--- src/common/ssm_pkg.sv ---
`default_nettype none
package ssm_pkg;
  localparam int unsigned CLK_HZ          = 125000000;
  localparam int unsigned TICK_MS         = 1;
  localparam int unsigned CYCLES_PER_MS   = CLK_HZ / 1000 * TICK_MS;
  // register offsets (byte addresses)
  localparam logic [7:0] OFS_DWELL        = 8'h00;
  localparam logic [7:0] OFS_DEADLINE     = 8'h04;
  localparam logic [7:0] OFS_THRESHOLD    = 8'h08;
  localparam logic [7:0] OFS_FBUS_USE     = 8'h0C;
  localparam logic [7:0] OFS_ARMING       = 8'h10;
  localparam logic [7:0] OFS_POS_WINDOW   = 8'h14;
  localparam logic [7:0] OFS_RESTART_BEH  = 8'h18;
  localparam logic [7:0] OFS_ACK_SELECT   = 8'h1C;
  localparam logic [7:0] OFS_TRIG_SELECT  = 8'h20;
  localparam logic [7:0] OFS_FAULT_ACTION = 8'h24;
  localparam logic [7:0] OFS_CONTROL      = 8'h28;
  localparam logic [7:0] OFS_STATUS       = 8'h2C;
  localparam logic [7:0] OFS_IRQ_STATUS   = 8'h30;
  localparam logic [7:0] OFS_IRQ_MASK     = 8'h34;
  // reset values
  localparam logic [31:0] RST_DWELL        = 32'h0000_0001;
  localparam logic [31:0] RST_DEADLINE     = 32'h0000_0002;
  localparam logic [31:0] RST_THRESHOLD    = 32'h0000_0001;
  localparam logic [31:0] RST_POS_WINDOW   = 32'h0000_0001;
  localparam logic [1:0]  RST_FAULT_ACTION = 2'h1;
  // legal ranges
  localparam logic [31:0] DWELL_MIN    = 32'h0000_0001;
  localparam logic [31:0] DEADLINE_MIN = 32'h0000_0002;
  localparam logic [31:0] TIME_MAX     = 32'h0000_EA60;
  // input select codes
  localparam logic [2:0] SEL_NONE  = 3'h0;
  localparam logic [2:0] SEL_DUAL12 = 3'h5;
  localparam logic [2:0] SEL_DUAL34 = 3'h6;
  // fault reaction codes
  localparam logic [1:0] REACT_TORQUE_OFF = 2'h1;
  localparam logic [1:0] REACT_STOP_ONE   = 2'h2;
  localparam logic [1:0] REACT_STOP_TWO   = 2'h3;
  // control / interrupt bit positions
  localparam int unsigned CTL_SPEED_REQ  = 0;
  localparam int unsigned CTL_ENC_OK     = 1;
  localparam int unsigned CTL_FBUS_EN    = 2;
  localparam int unsigned IRQ_FAULT      = 0;
  localparam int unsigned IRQ_MONITOR    = 1;
  localparam int unsigned IRQ_STOP_ON    = 2;
  localparam int unsigned IRQ_STOP_VIOL  = 3;
  localparam int unsigned IRQ_W          = 4;
  typedef enum logic [1:0] {SPD_IDLE, SPD_WAIT, SPD_MONITOR, SPD_FAULT} speed_state_e;
endpackage : ssm_pkg
`default_nettype wire

--- src/common/ms_timer_if.sv ---
`timescale 1ns/1ps
`default_nettype none
interface ms_timer_if;
  logic        run;      // counting enabled; low restarts
  logic        tick;     // one millisecond pulse
  logic [31:0] elapsed;  // tick pulses counted since run rose
  modport owner (output run, output tick, input elapsed);
  modport timer (input run, input tick, output elapsed);
endinterface : ms_timer_if
`default_nettype wire

--- src/hdl/safe_speed_standstill_monitor.sv ---
`timescale 1ns/1ps
`default_nettype none
module safe_speed_standstill_monitor #(
  parameter int unsigned CYCLES_MS = ssm_pkg::CYCLES_PER_MS  // clocks per millisecond
) (
  input  wire logic        clk_sys,       // system clock, 125 MHz
  input  wire logic        nrst,          // async reset, active low
  input  wire logic [7:0]  regAddr,       // register byte address
  input  wire logic [31:0] regWdata,      // write data
  input  wire logic        regWr,         // write strobe
  input  wire logic        regRd,         // read strobe
  output logic [31:0]      regRdata,      // read data, cycle after strobe
  input  wire logic [3:0]  safeInPin,     // safe inputs one..four, async
  input  wire logic [31:0] speedAbs,      // encoder speed magnitude
  input  wire logic [31:0] posDelta,      // position drift magnitude since stop
  output logic             speedFault,    // limited-speed fault, sticky
  output logic             torqueOffReq,  // reaction: torque off
  output logic             stopOneReq,    // reaction: safe stop one
  output logic             stopTwoReq,    // reaction: safe stop two
  output logic             speedMonitor,  // limited-speed final state
  output logic             stopActive,    // safe operating stop active
  output logic             stopViolation, // standstill window left
  output logic             irq            // level interrupt
);
  logic [31:0] dwellReg, deadlineReg, thresholdReg, posWinReg;
  logic [31:0] dwellNext, deadlineNext, thresholdNext, posWinNext;
  logic        fbusUseReg, armingReg, restartBehReg;
  logic        fbusUseNext, armingNext, restartBehNext;
  logic [2:0]  ackSelReg, trigSelReg, ackSelNext, trigSelNext;
  logic [1:0]  faultActReg, faultActNext;
  logic [2:0]  ctlReg, ctlNext;
  localparam int unsigned IRQ_W_T = ssm_pkg::IRQ_W;
  logic [IRQ_W_T-1:0] irqStatReg, irqStatNext, irqMaskReg, irqMaskNext;
  logic [31:0] rdataReg, rdataNext;

  // register file
  always_comb begin
    dwellNext = dwellReg;
    deadlineNext = deadlineReg;
    thresholdNext = thresholdReg;
    posWinNext = posWinReg;
    fbusUseNext = fbusUseReg;
    armingNext = armingReg;
    restartBehNext = restartBehReg;
    ackSelNext = ackSelReg;
    trigSelNext = trigSelReg;
    faultActNext = faultActReg;
    ctlNext = ctlReg;
    irqMaskNext = irqMaskReg;
    if (regWr) begin
      case (regAddr)
        ssm_pkg::OFS_DWELL: begin
          if (regWdata >= ssm_pkg::DWELL_MIN && regWdata <= ssm_pkg::TIME_MAX) dwellNext = regWdata;
        end
        ssm_pkg::OFS_DEADLINE: begin
          if (regWdata >= ssm_pkg::DEADLINE_MIN && regWdata <= ssm_pkg::TIME_MAX) deadlineNext = regWdata;
        end
        ssm_pkg::OFS_THRESHOLD: begin
          if (regWdata != 32'h0 && !regWdata[31]) thresholdNext = regWdata;
        end
        ssm_pkg::OFS_FBUS_USE: fbusUseNext = regWdata[0] & ctlReg[ssm_pkg::CTL_FBUS_EN];
        ssm_pkg::OFS_ARMING: armingNext = regWdata[0];
        ssm_pkg::OFS_POS_WINDOW: begin
          if (!regWdata[31]) posWinNext = regWdata;
        end
        ssm_pkg::OFS_RESTART_BEH: restartBehNext = regWdata[0];
        ssm_pkg::OFS_ACK_SELECT: begin
          if (regWdata <= 32'h6) ackSelNext = regWdata[2:0];
        end
        ssm_pkg::OFS_TRIG_SELECT: begin
          if (regWdata <= 32'h6) trigSelNext = regWdata[2:0];
        end
        ssm_pkg::OFS_FAULT_ACTION: begin
          if (regWdata >= 32'h1 && regWdata <= 32'h3) faultActNext = regWdata[1:0];
        end
        ssm_pkg::OFS_CONTROL: ctlNext = regWdata[2:0];
        ssm_pkg::OFS_IRQ_MASK: irqMaskNext = regWdata[IRQ_W_T-1:0];
        default: ;
      endcase
    end
    // fieldbus use falls back when the fieldbus is switched off
    if (!ctlNext[ssm_pkg::CTL_FBUS_EN]) fbusUseNext = 1'b0;
  end

  always_ff @(posedge clk_sys or negedge nrst) begin
    if (!nrst) begin
      dwellReg <= ssm_pkg::RST_DWELL;
      deadlineReg <= ssm_pkg::RST_DEADLINE;
      thresholdReg <= ssm_pkg::RST_THRESHOLD;
      posWinReg <= ssm_pkg::RST_POS_WINDOW;
      fbusUseReg <= 1'b0;
      armingReg <= 1'b0;
      restartBehReg <= 1'b0;
      ackSelReg <= 3'h0;
      trigSelReg <= 3'h0;
      faultActReg <= ssm_pkg::RST_FAULT_ACTION;
      ctlReg <= 3'h0;
      irqMaskReg <= '0;
    end else begin
      dwellReg <= dwellNext;
      deadlineReg <= deadlineNext;
      thresholdReg <= thresholdNext;
      posWinReg <= posWinNext;
      fbusUseReg <= fbusUseNext;
      armingReg <= armingNext;
      restartBehReg <= restartBehNext;
      ackSelReg <= ackSelNext;
      trigSelReg <= trigSelNext;
      faultActReg <= faultActNext;
      ctlReg <= ctlNext;
      irqMaskReg <= irqMaskNext;
    end
  end

  // two-stage synchroniser on the safe inputs
  logic [3:0] sinMeta, sinSync;
  always_ff @(posedge clk_sys or negedge nrst) begin
    if (!nrst) begin
      sinMeta <= 4'h0;
      sinSync <= 4'h0;
    end else begin
      sinMeta <= safeInPin;
      sinSync <= sinMeta;
    end
  end

  // dual channels count only when both agree
  function automatic logic pickInput(input logic [2:0] sel, input logic [3:0] sin);
    case (sel)
      3'h1: pickInput = sin[0];
      3'h2: pickInput = sin[1];
      3'h3: pickInput = sin[2];
      3'h4: pickInput = sin[3];
      ssm_pkg::SEL_DUAL12: pickInput = sin[0] & sin[1];
      ssm_pkg::SEL_DUAL34: pickInput = sin[2] & sin[3];
      default: pickInput = 1'b0;
    endcase
  endfunction : pickInput

  // millisecond tick
  logic [31:0] divReg, divNext;
  logic        msTick;
  assign msTick = (divReg == CYCLES_MS - 1);
  always_comb begin
    divNext = msTick ? 32'h0 : divReg + 32'h1;
  end

  // limited-speed sequencer
  ssm_pkg::speed_state_e spdReg, spdNext;
  logic inLimit;
  ms_timer_if dwellTmr ();
  ms_timer_if deadTmr ();
  ms_timer dwellTimer (.clk_sys(clk_sys), .nrst(nrst), .tmr(dwellTmr));
  ms_timer deadTimer (.clk_sys(clk_sys), .nrst(nrst), .tmr(deadTmr));
  assign inLimit = (speedAbs < thresholdReg);
  assign dwellTmr.tick = msTick;
  assign deadTmr.tick = msTick;
  // dwell restarts whenever velocity leaves the limit
  assign dwellTmr.run = (spdReg == ssm_pkg::SPD_WAIT) && inLimit;
  assign deadTmr.run = (spdReg == ssm_pkg::SPD_WAIT);

  always_comb begin
    spdNext = spdReg;
    case (spdReg)
      ssm_pkg::SPD_IDLE: if (ctlReg[ssm_pkg::CTL_SPEED_REQ]) spdNext = ssm_pkg::SPD_WAIT;
      ssm_pkg::SPD_WAIT: begin
        if (!ctlReg[ssm_pkg::CTL_SPEED_REQ]) spdNext = ssm_pkg::SPD_IDLE;
        else if (inLimit && dwellTmr.elapsed >= dwellReg) spdNext = ssm_pkg::SPD_MONITOR;
        else if (deadTmr.elapsed >= deadlineReg && !inLimit) spdNext = ssm_pkg::SPD_FAULT;
      end
      ssm_pkg::SPD_MONITOR: begin
        if (!ctlReg[ssm_pkg::CTL_SPEED_REQ]) spdNext = ssm_pkg::SPD_IDLE;
        else if (!inLimit) spdNext = ssm_pkg::SPD_FAULT;
      end
      // a fault holds until the request is withdrawn
      ssm_pkg::SPD_FAULT: if (!ctlReg[ssm_pkg::CTL_SPEED_REQ]) spdNext = ssm_pkg::SPD_IDLE;
      default: spdNext = ssm_pkg::SPD_IDLE;
    endcase
  end

  // safe operating stop
  logic stopReg, stopNext, trigIn, ackIn, stopAllowed, violReg, violNext;
  assign stopAllowed = armingReg && ctlReg[ssm_pkg::CTL_ENC_OK];
  assign trigIn = pickInput(trigSelReg, sinSync);
  assign ackIn = restartBehReg && pickInput(ackSelReg, sinSync);
  always_comb begin
    stopNext = stopReg;
    if (!stopAllowed) stopNext = 1'b0;
    else if (trigIn) stopNext = 1'b1;
    else if (!restartBehReg) stopNext = 1'b0;
    else if (ackIn) stopNext = 1'b0;
    violNext = violReg;
    if (!stopReg) violNext = 1'b0;
    else if (posDelta > posWinReg) violNext = 1'b1;
  end

  // interrupts: hardware set wins over software clear
  logic [IRQ_W_T-1:0] irqEvt;
  always_comb begin
    irqEvt = '0;
    irqEvt[ssm_pkg::IRQ_FAULT] = (spdNext == ssm_pkg::SPD_FAULT) && (spdReg != ssm_pkg::SPD_FAULT);
    irqEvt[ssm_pkg::IRQ_MONITOR] = (spdNext == ssm_pkg::SPD_MONITOR) && (spdReg != ssm_pkg::SPD_MONITOR);
    irqEvt[ssm_pkg::IRQ_STOP_ON] = stopNext && !stopReg;
    irqEvt[ssm_pkg::IRQ_STOP_VIOL] = violNext && !violReg;
    irqStatNext = irqStatReg;
    if (regWr && regAddr == ssm_pkg::OFS_IRQ_STATUS) irqStatNext = irqStatReg & ~regWdata[IRQ_W_T-1:0];
    irqStatNext = irqStatNext | irqEvt;
  end

  // read mux; unmapped addresses return zero
  always_comb begin
    rdataNext = 32'h0;
    if (regRd) begin
      case (regAddr)
        ssm_pkg::OFS_DWELL: rdataNext = dwellReg;
        ssm_pkg::OFS_DEADLINE: rdataNext = deadlineReg;
        ssm_pkg::OFS_THRESHOLD: rdataNext = thresholdReg;
        ssm_pkg::OFS_FBUS_USE: rdataNext = {31'h0, fbusUseReg};
        ssm_pkg::OFS_ARMING: rdataNext = {31'h0, armingReg};
        ssm_pkg::OFS_POS_WINDOW: rdataNext = posWinReg;
        ssm_pkg::OFS_RESTART_BEH: rdataNext = {31'h0, restartBehReg};
        ssm_pkg::OFS_ACK_SELECT: rdataNext = {29'h0, ackSelReg};
        ssm_pkg::OFS_TRIG_SELECT: rdataNext = {29'h0, trigSelReg};
        ssm_pkg::OFS_FAULT_ACTION: rdataNext = {30'h0, faultActReg};
        ssm_pkg::OFS_CONTROL: rdataNext = {29'h0, ctlReg};
        ssm_pkg::OFS_STATUS: rdataNext = {24'h0, sinSync, violReg, stopReg, spdReg};
        ssm_pkg::OFS_IRQ_STATUS: rdataNext = {{(32-IRQ_W_T){1'b0}}, irqStatReg};
        ssm_pkg::OFS_IRQ_MASK: rdataNext = {{(32-IRQ_W_T){1'b0}}, irqMaskReg};
        default: rdataNext = 32'h0;
      endcase
    end
  end

  always_ff @(posedge clk_sys or negedge nrst) begin
    if (!nrst) begin
      divReg <= 32'h0;
      spdReg <= ssm_pkg::SPD_IDLE;
      stopReg <= 1'b0;
      violReg <= 1'b0;
      irqStatReg <= '0;
      rdataReg <= 32'h0;
    end else begin
      divReg <= divNext;
      spdReg <= spdNext;
      stopReg <= stopNext;
      violReg <= violNext;
      irqStatReg <= irqStatNext;
      rdataReg <= rdataNext;
    end
  end

  logic faulted;
  assign faulted = (spdReg == ssm_pkg::SPD_FAULT);
  assign speedFault = faulted;
  assign torqueOffReq = faulted && faultActReg == ssm_pkg::REACT_TORQUE_OFF;
  assign stopOneReq = faulted && faultActReg == ssm_pkg::REACT_STOP_ONE;
  assign stopTwoReq = faulted && faultActReg == ssm_pkg::REACT_STOP_TWO;
  assign speedMonitor = (spdReg == ssm_pkg::SPD_MONITOR);
  assign stopActive = stopReg;
  assign stopViolation = violReg;
  assign irq = |(irqStatReg & irqMaskReg);
  assign regRdata = rdataReg;

  // assertions
  AST_FBUS_GATE: assert property (@(posedge clk_sys) disable iff (!nrst)
    fbusUseReg |-> ctlReg[ssm_pkg::CTL_FBUS_EN]) else $error("fieldbus use set while fieldbus off");
  AST_STOP_NEEDS_ENC: assert property (@(posedge clk_sys) disable iff (!nrst)
    stopReg |-> $past(stopAllowed)) else $error("stop active without arming and encoder");
  AST_AUTO_CLEAR: assert property (@(posedge clk_sys) disable iff (!nrst)
    (stopReg && !trigIn && !restartBehReg) |=> !stopReg) else $error("auto restart did not clear");
  AST_MANUAL_HOLD: assert property (@(posedge clk_sys) disable iff (!nrst)
    (stopReg && stopAllowed && restartBehReg && !ackIn) |=> stopReg) else $error("manual stop cleared");
  AST_DWELL_BEFORE_MON: assert property (@(posedge clk_sys) disable iff (!nrst)
    (spdReg == ssm_pkg::SPD_WAIT && spdNext == ssm_pkg::SPD_MONITOR) |-> dwellTmr.elapsed >= dwellReg)
    else $error("monitor entered early");
  AST_DEADLINE_FAULT: assert property (@(posedge clk_sys) disable iff (!nrst)
    (spdReg == ssm_pkg::SPD_WAIT && ctlReg[ssm_pkg::CTL_SPEED_REQ] && !inLimit &&
     deadTmr.elapsed >= deadlineReg)
    |=> faulted) else $error("deadline expiry missed");
  AST_VIOL: assert property (@(posedge clk_sys) disable iff (!nrst)
    (stopReg && posDelta > posWinReg) |=> violReg) else $error("window breach missed");
  AST_REACTION: assert property (@(posedge clk_sys) disable iff (!nrst)
    faulted |-> $onehot({torqueOffReq, stopOneReq, stopTwoReq})) else $error("reaction not unique");
  AST_TICK: assert property (@(posedge clk_sys) disable iff (!nrst)
    msTick |=> !msTick) else $error("tick longer than one cycle");
endmodule : safe_speed_standstill_monitor
`default_nettype wire

--- src/hdl/ms_timer.sv ---
`timescale 1ns/1ps
`default_nettype none
module ms_timer (
  input  wire logic    clk_sys,  // system clock
  input  wire logic    nrst,     // async reset, active low
  ms_timer_if.timer    tmr       // run / tick in, elapsed out
);
  logic [31:0] elapsed_reg;
  logic [31:0] elapsed_next;

  // saturates so a long stall never wraps back to a small count
  always_comb begin
    elapsed_next = elapsed_reg;
    if (!tmr.run) begin
      elapsed_next = 32'h0000_0000;
    end else if (tmr.tick && elapsed_reg != 32'hFFFF_FFFF) begin
      elapsed_next = elapsed_reg + 32'h0000_0001;
    end
  end

  always_ff @(posedge clk_sys or negedge nrst) begin
    if (!nrst) begin
      elapsed_reg <= 32'h0000_0000;
    end else begin
      elapsed_reg <= elapsed_next;
    end
  end

  assign tmr.elapsed = elapsed_reg;
endmodule : ms_timer
`default_nettype wire

--- config.mk ---
export PLATFORM = sky130hd
export DESIGN_NAME = safe_speed_standstill_monitor
export DESIGN_NICKNAME = d
export VERILOG_FILES = /design/src/common/ssm_pkg.sv /design/src/common/ms_timer_if.sv /design/src/hdl/safe_speed_standstill_monitor.sv /design/src/hdl/ms_timer.sv
export SDC_FILE = /design/constraint.sdc
export NUM_CORES = 1
export LEC_CHECK = 0
export BUFFER_PORTS_ARGS = -buffer_cell sky130_fd_sc_hd__buf_4
export CORE_UTILIZATION = 45
export DETAILED_ROUTE_END_ITERATION = 8
export GPL_TIMING_DRIVEN = 0
export HOLD_SLACK_MARGIN = 0.15
export PLACE_DENSITY_LB_ADDON = 0.05
export SLEW_MARGIN = 20
export SYNTH_ARGS = -nofsm -noshare
export SYNTH_HDL_FRONTEND = slang
export SYNTH_SLANG_ARGS = --single-unit
--- constraint.sdc ---
create_clock -name clk_sys -period 7.2 [get_ports clk_sys]
set_input_delay 1.08 -clock clk_sys [delete_from_list [all_inputs] [get_ports clk_sys]]
set_output_delay 1.08 -clock clk_sys [all_outputs]
set_load 0.02 [all_outputs]
==> impl_metrics.prom <==
# TYPE chip_impl_metric gauge
chip_impl_metric{name="setup_viol",unit=""} 0
chip_impl_metric{name="cts_post_setup_buffers_inserted",unit=""} 0
chip_impl_metric{name="finalSetupTns",unit="ns"} 0
chip_impl_metric{name="cap_viol_max_count",unit=""} 0
chip_impl_metric{name="fraction_of_layout_cells_with_a_size_suffix_above_1",unit="%"} 19.63
chip_impl_metric{name="fmax",unit="GHz"} 0.2781
chip_impl_metric{name="fin_skew",unit="ns"} 0.01553
chip_impl_info{name="startpoint_type",value="input pin"} 1
chip_impl_metric{name="core_region_area",unit="mm²"} 0.03471
chip_impl_metric{name="timing.final.hold_violations",unit=""} 0
chip_impl_metric{name="drc",unit=""} 0
chip_impl_metric{name="worst_r2r_path_depth",unit=""} 10
chip_impl_info{name="tritoncts",value="built"} 1
chip_impl_metric{name="dp_cells",unit=""} 2177
chip_impl_metric{name="site_rows",unit=""} 68
chip_impl_metric{name="p_per_area",unit="mW/mm²"} 194.3
chip_impl_info{name="rsz_0062_raised_after_global_routing",value="false"} 1
chip_impl_metric{name="postRouteAntennaNets",unit=""} 0
chip_impl_info{name="ys_top_cells_by_area",value="dfrtp_1 (45%), ha_1 (10%), mux2_2 (7.4%)"} 1
chip_impl_metric{name="cts-hold-fix-buffers",unit=""} 0
chip_impl_metric{name="ir_drop",unit="mV"} 0.1225
chip_impl_metric{name="final_cell_count_no_fill",unit=""} 2239
chip_impl_metric{name="max_slew.worst_pin.slew",unit="ns"} 1.058
chip_impl_metric{name="grt_overflow",unit=""} 0
chip_impl_metric{name="num_vias",unit=""} 12416
chip_impl_metric{name="cts_made_buffers",unit=""} 34
chip_impl_info{name="status",value="complete, no violations"} 1
chip_impl_metric{name="syn2layout_area_growth",unit="%"} 18.68
chip_impl_metric{name="mappedNetlistArea",unit="mm²"} 0.01593
chip_impl_metric{name="final_net_count",unit=""} 1999
chip_impl_metric{name="fin_util",unit="%"} 54.46
chip_impl_metric{name="portBuffers",unit=""} 150
chip_impl_info{name="synth_ff_type",value="dfrtp_1"} 1
chip_impl_metric{name="route.final.wire_length",unit="µm"} 44960
chip_impl_metric{name="grtUsageTotal",unit="%"} 25.24
chip_impl_metric{name="synth.net_count",unit=""} 1810
chip_impl_metric{name="routed_via_density",unit=""} 5.545
chip_impl_metric{name="asyncSetResetFlopFracSynth",unit="%"} 100.0
chip_impl_metric{name="post-route-min-period",unit="ns"} 3.595
chip_impl_metric{name="layout.filler_cells",unit=""} 3163
chip_impl_metric{name="fp.dieH",unit="µm"} 190.1
chip_impl_metric{name="timing.final.max_slew_violations",unit=""} 0
chip_impl_metric{name="grt_first_pass_wirelength",unit="µm"} 70100
chip_impl_metric{name="ff_latch_area",unit="mm²"} 0.007238
chip_impl_info{name="cts-root-buf",value="clkbuf_16"} 1
chip_impl_info{name="final_cell_mix",value="dfrtp_1 (284), nor2_1 (159), buf_4 (154)"} 1
chip_impl_metric{name="p_total",unit="W"} 0.003672
chip_impl_metric{name="postSynthRegisterBits",unit=""} 289
chip_impl_metric{name="worst-endpoint-arrival",unit="ns"} 4.03
chip_impl_metric{name="synthesis.area_per_instance",unit="µm²"} 10.15
chip_impl_info{name="worst_r2r_endpoint",value="dwellTimer.tmr.elapsed[26]"} 1
chip_impl_metric{name="gp_routability_congestion",unit=""} 0.9055
chip_impl_metric{name="required_time_of_the_critical_path",unit="ns"} 7.64
chip_impl_metric{name="clock_tree.htree_level_count",unit=""} 2
chip_impl_info{name="timing.rr.start",value="thresholdReg[25]"} 1
chip_impl_info{name="synthDominantAreaCellType",value="dfrtp_1"} 1
chip_impl_metric{name="worst_slew_margin_rel",unit="%"} 28.90
chip_impl_info{name="crit_start",value="speedAbs[25]"} 1
chip_impl_metric{name="ctsResizeCount",unit=""} 0
chip_impl_info{name="commonest_non_fill_non_tap_cell_in_the_layout",value="dfrtp_1"} 1
chip_impl_metric{name="fin_crit_sh",unit="%"} 49.93
chip_impl_metric{name="regToRegSetupSlack",unit="ns"} 3.89
chip_impl_metric{name="drt_pre_antenna_iters",unit=""} 6
chip_impl_metric{name="synth_top_area_share",unit="%"} 44.62
chip_impl_info{name="worst_setup_path_end_kind",value="flop"} 1
chip_impl_metric{name="p_leak",unit="nW"} 8.571
chip_impl_metric{name="synth-edff-count",unit=""} 0
chip_impl_metric{name="starting_density_of_the_core",unit="%"} 45.88
chip_impl_info{name="worstHoldPathType",value="reg2reg"} 1
chip_impl_metric{name="dr.first_iter.drc_count",unit=""} 748
chip_impl_metric{name="cts.path.max_buffers",unit=""} 3
chip_impl_metric{name="detailed_place_hpwl",unit="µm"} 34900
chip_impl_metric{name="die-width",unit="µm"} 190.1
chip_impl_metric{name="die-area",unit="mm²"} 0.03615
chip_impl_metric{name="synthesis.instances",unit=""} 1569
chip_impl_metric{name="synth_warnings",unit=""} 0
chip_impl_metric{name="clkTransAtPathRegs",unit="ns"} 0.06
chip_impl_metric{name="ios",unit=""} 152
chip_impl_metric{name="cts_sinks",unit=""} 289
chip_impl_metric{name="routedWlPerCell",unit="µm"} 20.08
chip_impl_metric{name="first_global_vias",unit=""} 12462
chip_impl_info{name="crit_end",value="dwellTimer.tmr.elapsed[26]"} 1
chip_impl_metric{name="multi_input_area",unit="mm²"} 0.007895
chip_impl_metric{name="clk_latency",unit="ns"} 0.51
chip_impl_metric{name="maximum_number_of_pins_on_one_net_before_global_route_repair",unit=""} 90
chip_impl_metric{name="initial_antenna_violation_count",unit=""} 0
chip_impl_metric{name="netlist_cell_types",unit=""} 75
chip_impl_info{name="path_class",value="in2reg"} 1
chip_impl_metric{name="synth.yosys.seq_area_share",unit="%"} 45.44
chip_impl_metric{name="cp_max_fo",unit=""} 10
==> final cells by class <==
type | count | area share, %
antenna | 1 | 0.01324
buffer | 48 | 1.225
clock buffer | 56 | 5.752
clock inverter | 5 | 0.5295
inverter | 150 | 2.979
multi-input combinational | 1082 | 41.77
sequential | 289 | 38.29
tap | 455 | 3.012
timing repair buffer | 153 | 6.434
==> worst max-delay path: stages <==
cell	delay (ns)
buf_4	0.11
ha_1	0.30
a21oi_1	0.16
nor2_1	0.06
a211oi_1	0.40
o221ai_1	0.19
nor3_1	0.79
nand2_1	0.47
buf_2	0.33
nor2_1	0.13
==> how the worst min path moves through the flow <==
stage | startpoint | to | cells past startpoint
floorplan | sinMeta[0] | sinSync[0] | 0
global placement | sinMeta[1] | sinSync[1] | 0
detailed placement | sinMeta[0] | sinSync[0] | 0
CTS | sinMeta[0] | sinSync[0] | 0
global route | sinMeta[1] | sinSync[1] | 0
finish | sinMeta[0] | sinSync[0] | 0
==> kinds of logic after synthesis <==
logic type | count (synthesis) | share of synthesized area (%)
and+or+nand+nor | 505 | 16.25
DFF | 289 | 45.44
buffers and inverters | 198 | 4.988
adders and majority gates | 129 | 10.13
AOI/OAI and AO/OA | 252 | 10.72
xor gates and xnor gates | 86 | 4.729
muxes | 110 | 7.738
==> Yosys cell counts, drive strengths merged, types with 4 or more instances <==
library cell	n
nand3	55
o21ai	36
or3	11
nand3b	5
nand2b	12
o221ai	5
xor2	26
a222oi	4
or2	5
a21oi	65
and2	16
buf	20
a31oi	10
nor4	21
a21o	10
xnor2	60
clkbuf	28
nand4	40
mux2	105
a22oi	71
nor2b	6
and4	17
dfstp	5
o21a	7
a211oi	12
ha	129
nor3	39
mux2i	5
inv	150
nand2	79
and3	27
dfrtp	284
nor2	161
==> routing by layer <==
metal	GRT usage, %	vias to the layer above	wire, µm
li1	-	5952	-
met5	0	-	0
met2	42.14	284	21310
met3	4.169	63	2197
met1	34.08	6117	20460
met4	6.215	0	989
==> per-stage QoR <==
| stage | hold slack [ns] | setup WS [ns] | area, µm² |
|---|---|---|---|
| 2_1_floorplan | 0.3312 | 4.210 | 15930 |
| 5_1_grt | 0.3617 | 3.347 | 18900 |
| 3_5_place_dp | 0.3379 | 3.100 | 17710 |
| 3_3_place_gp | 0.3372 | 2.376 | 17620 |
| 4_1_cts | 0.3507 | 3.647 | 18900 |
| 6_report | 0.3472 | 3.605 | 18900 |
==> report_power, final <==
group          leakage (nW)  switching [W]  total, W  internal [W]
Combinational          4.20       0.000118  0.000205     0.0000866
Clock                 0.583       0.000678   0.00181       0.00114
Sequential             3.79      0.0000138   0.00165       0.00164
Total                  8.57       0.000810   0.00367       0.00286
Note: power is estimated with default switching activity, not from simulation.
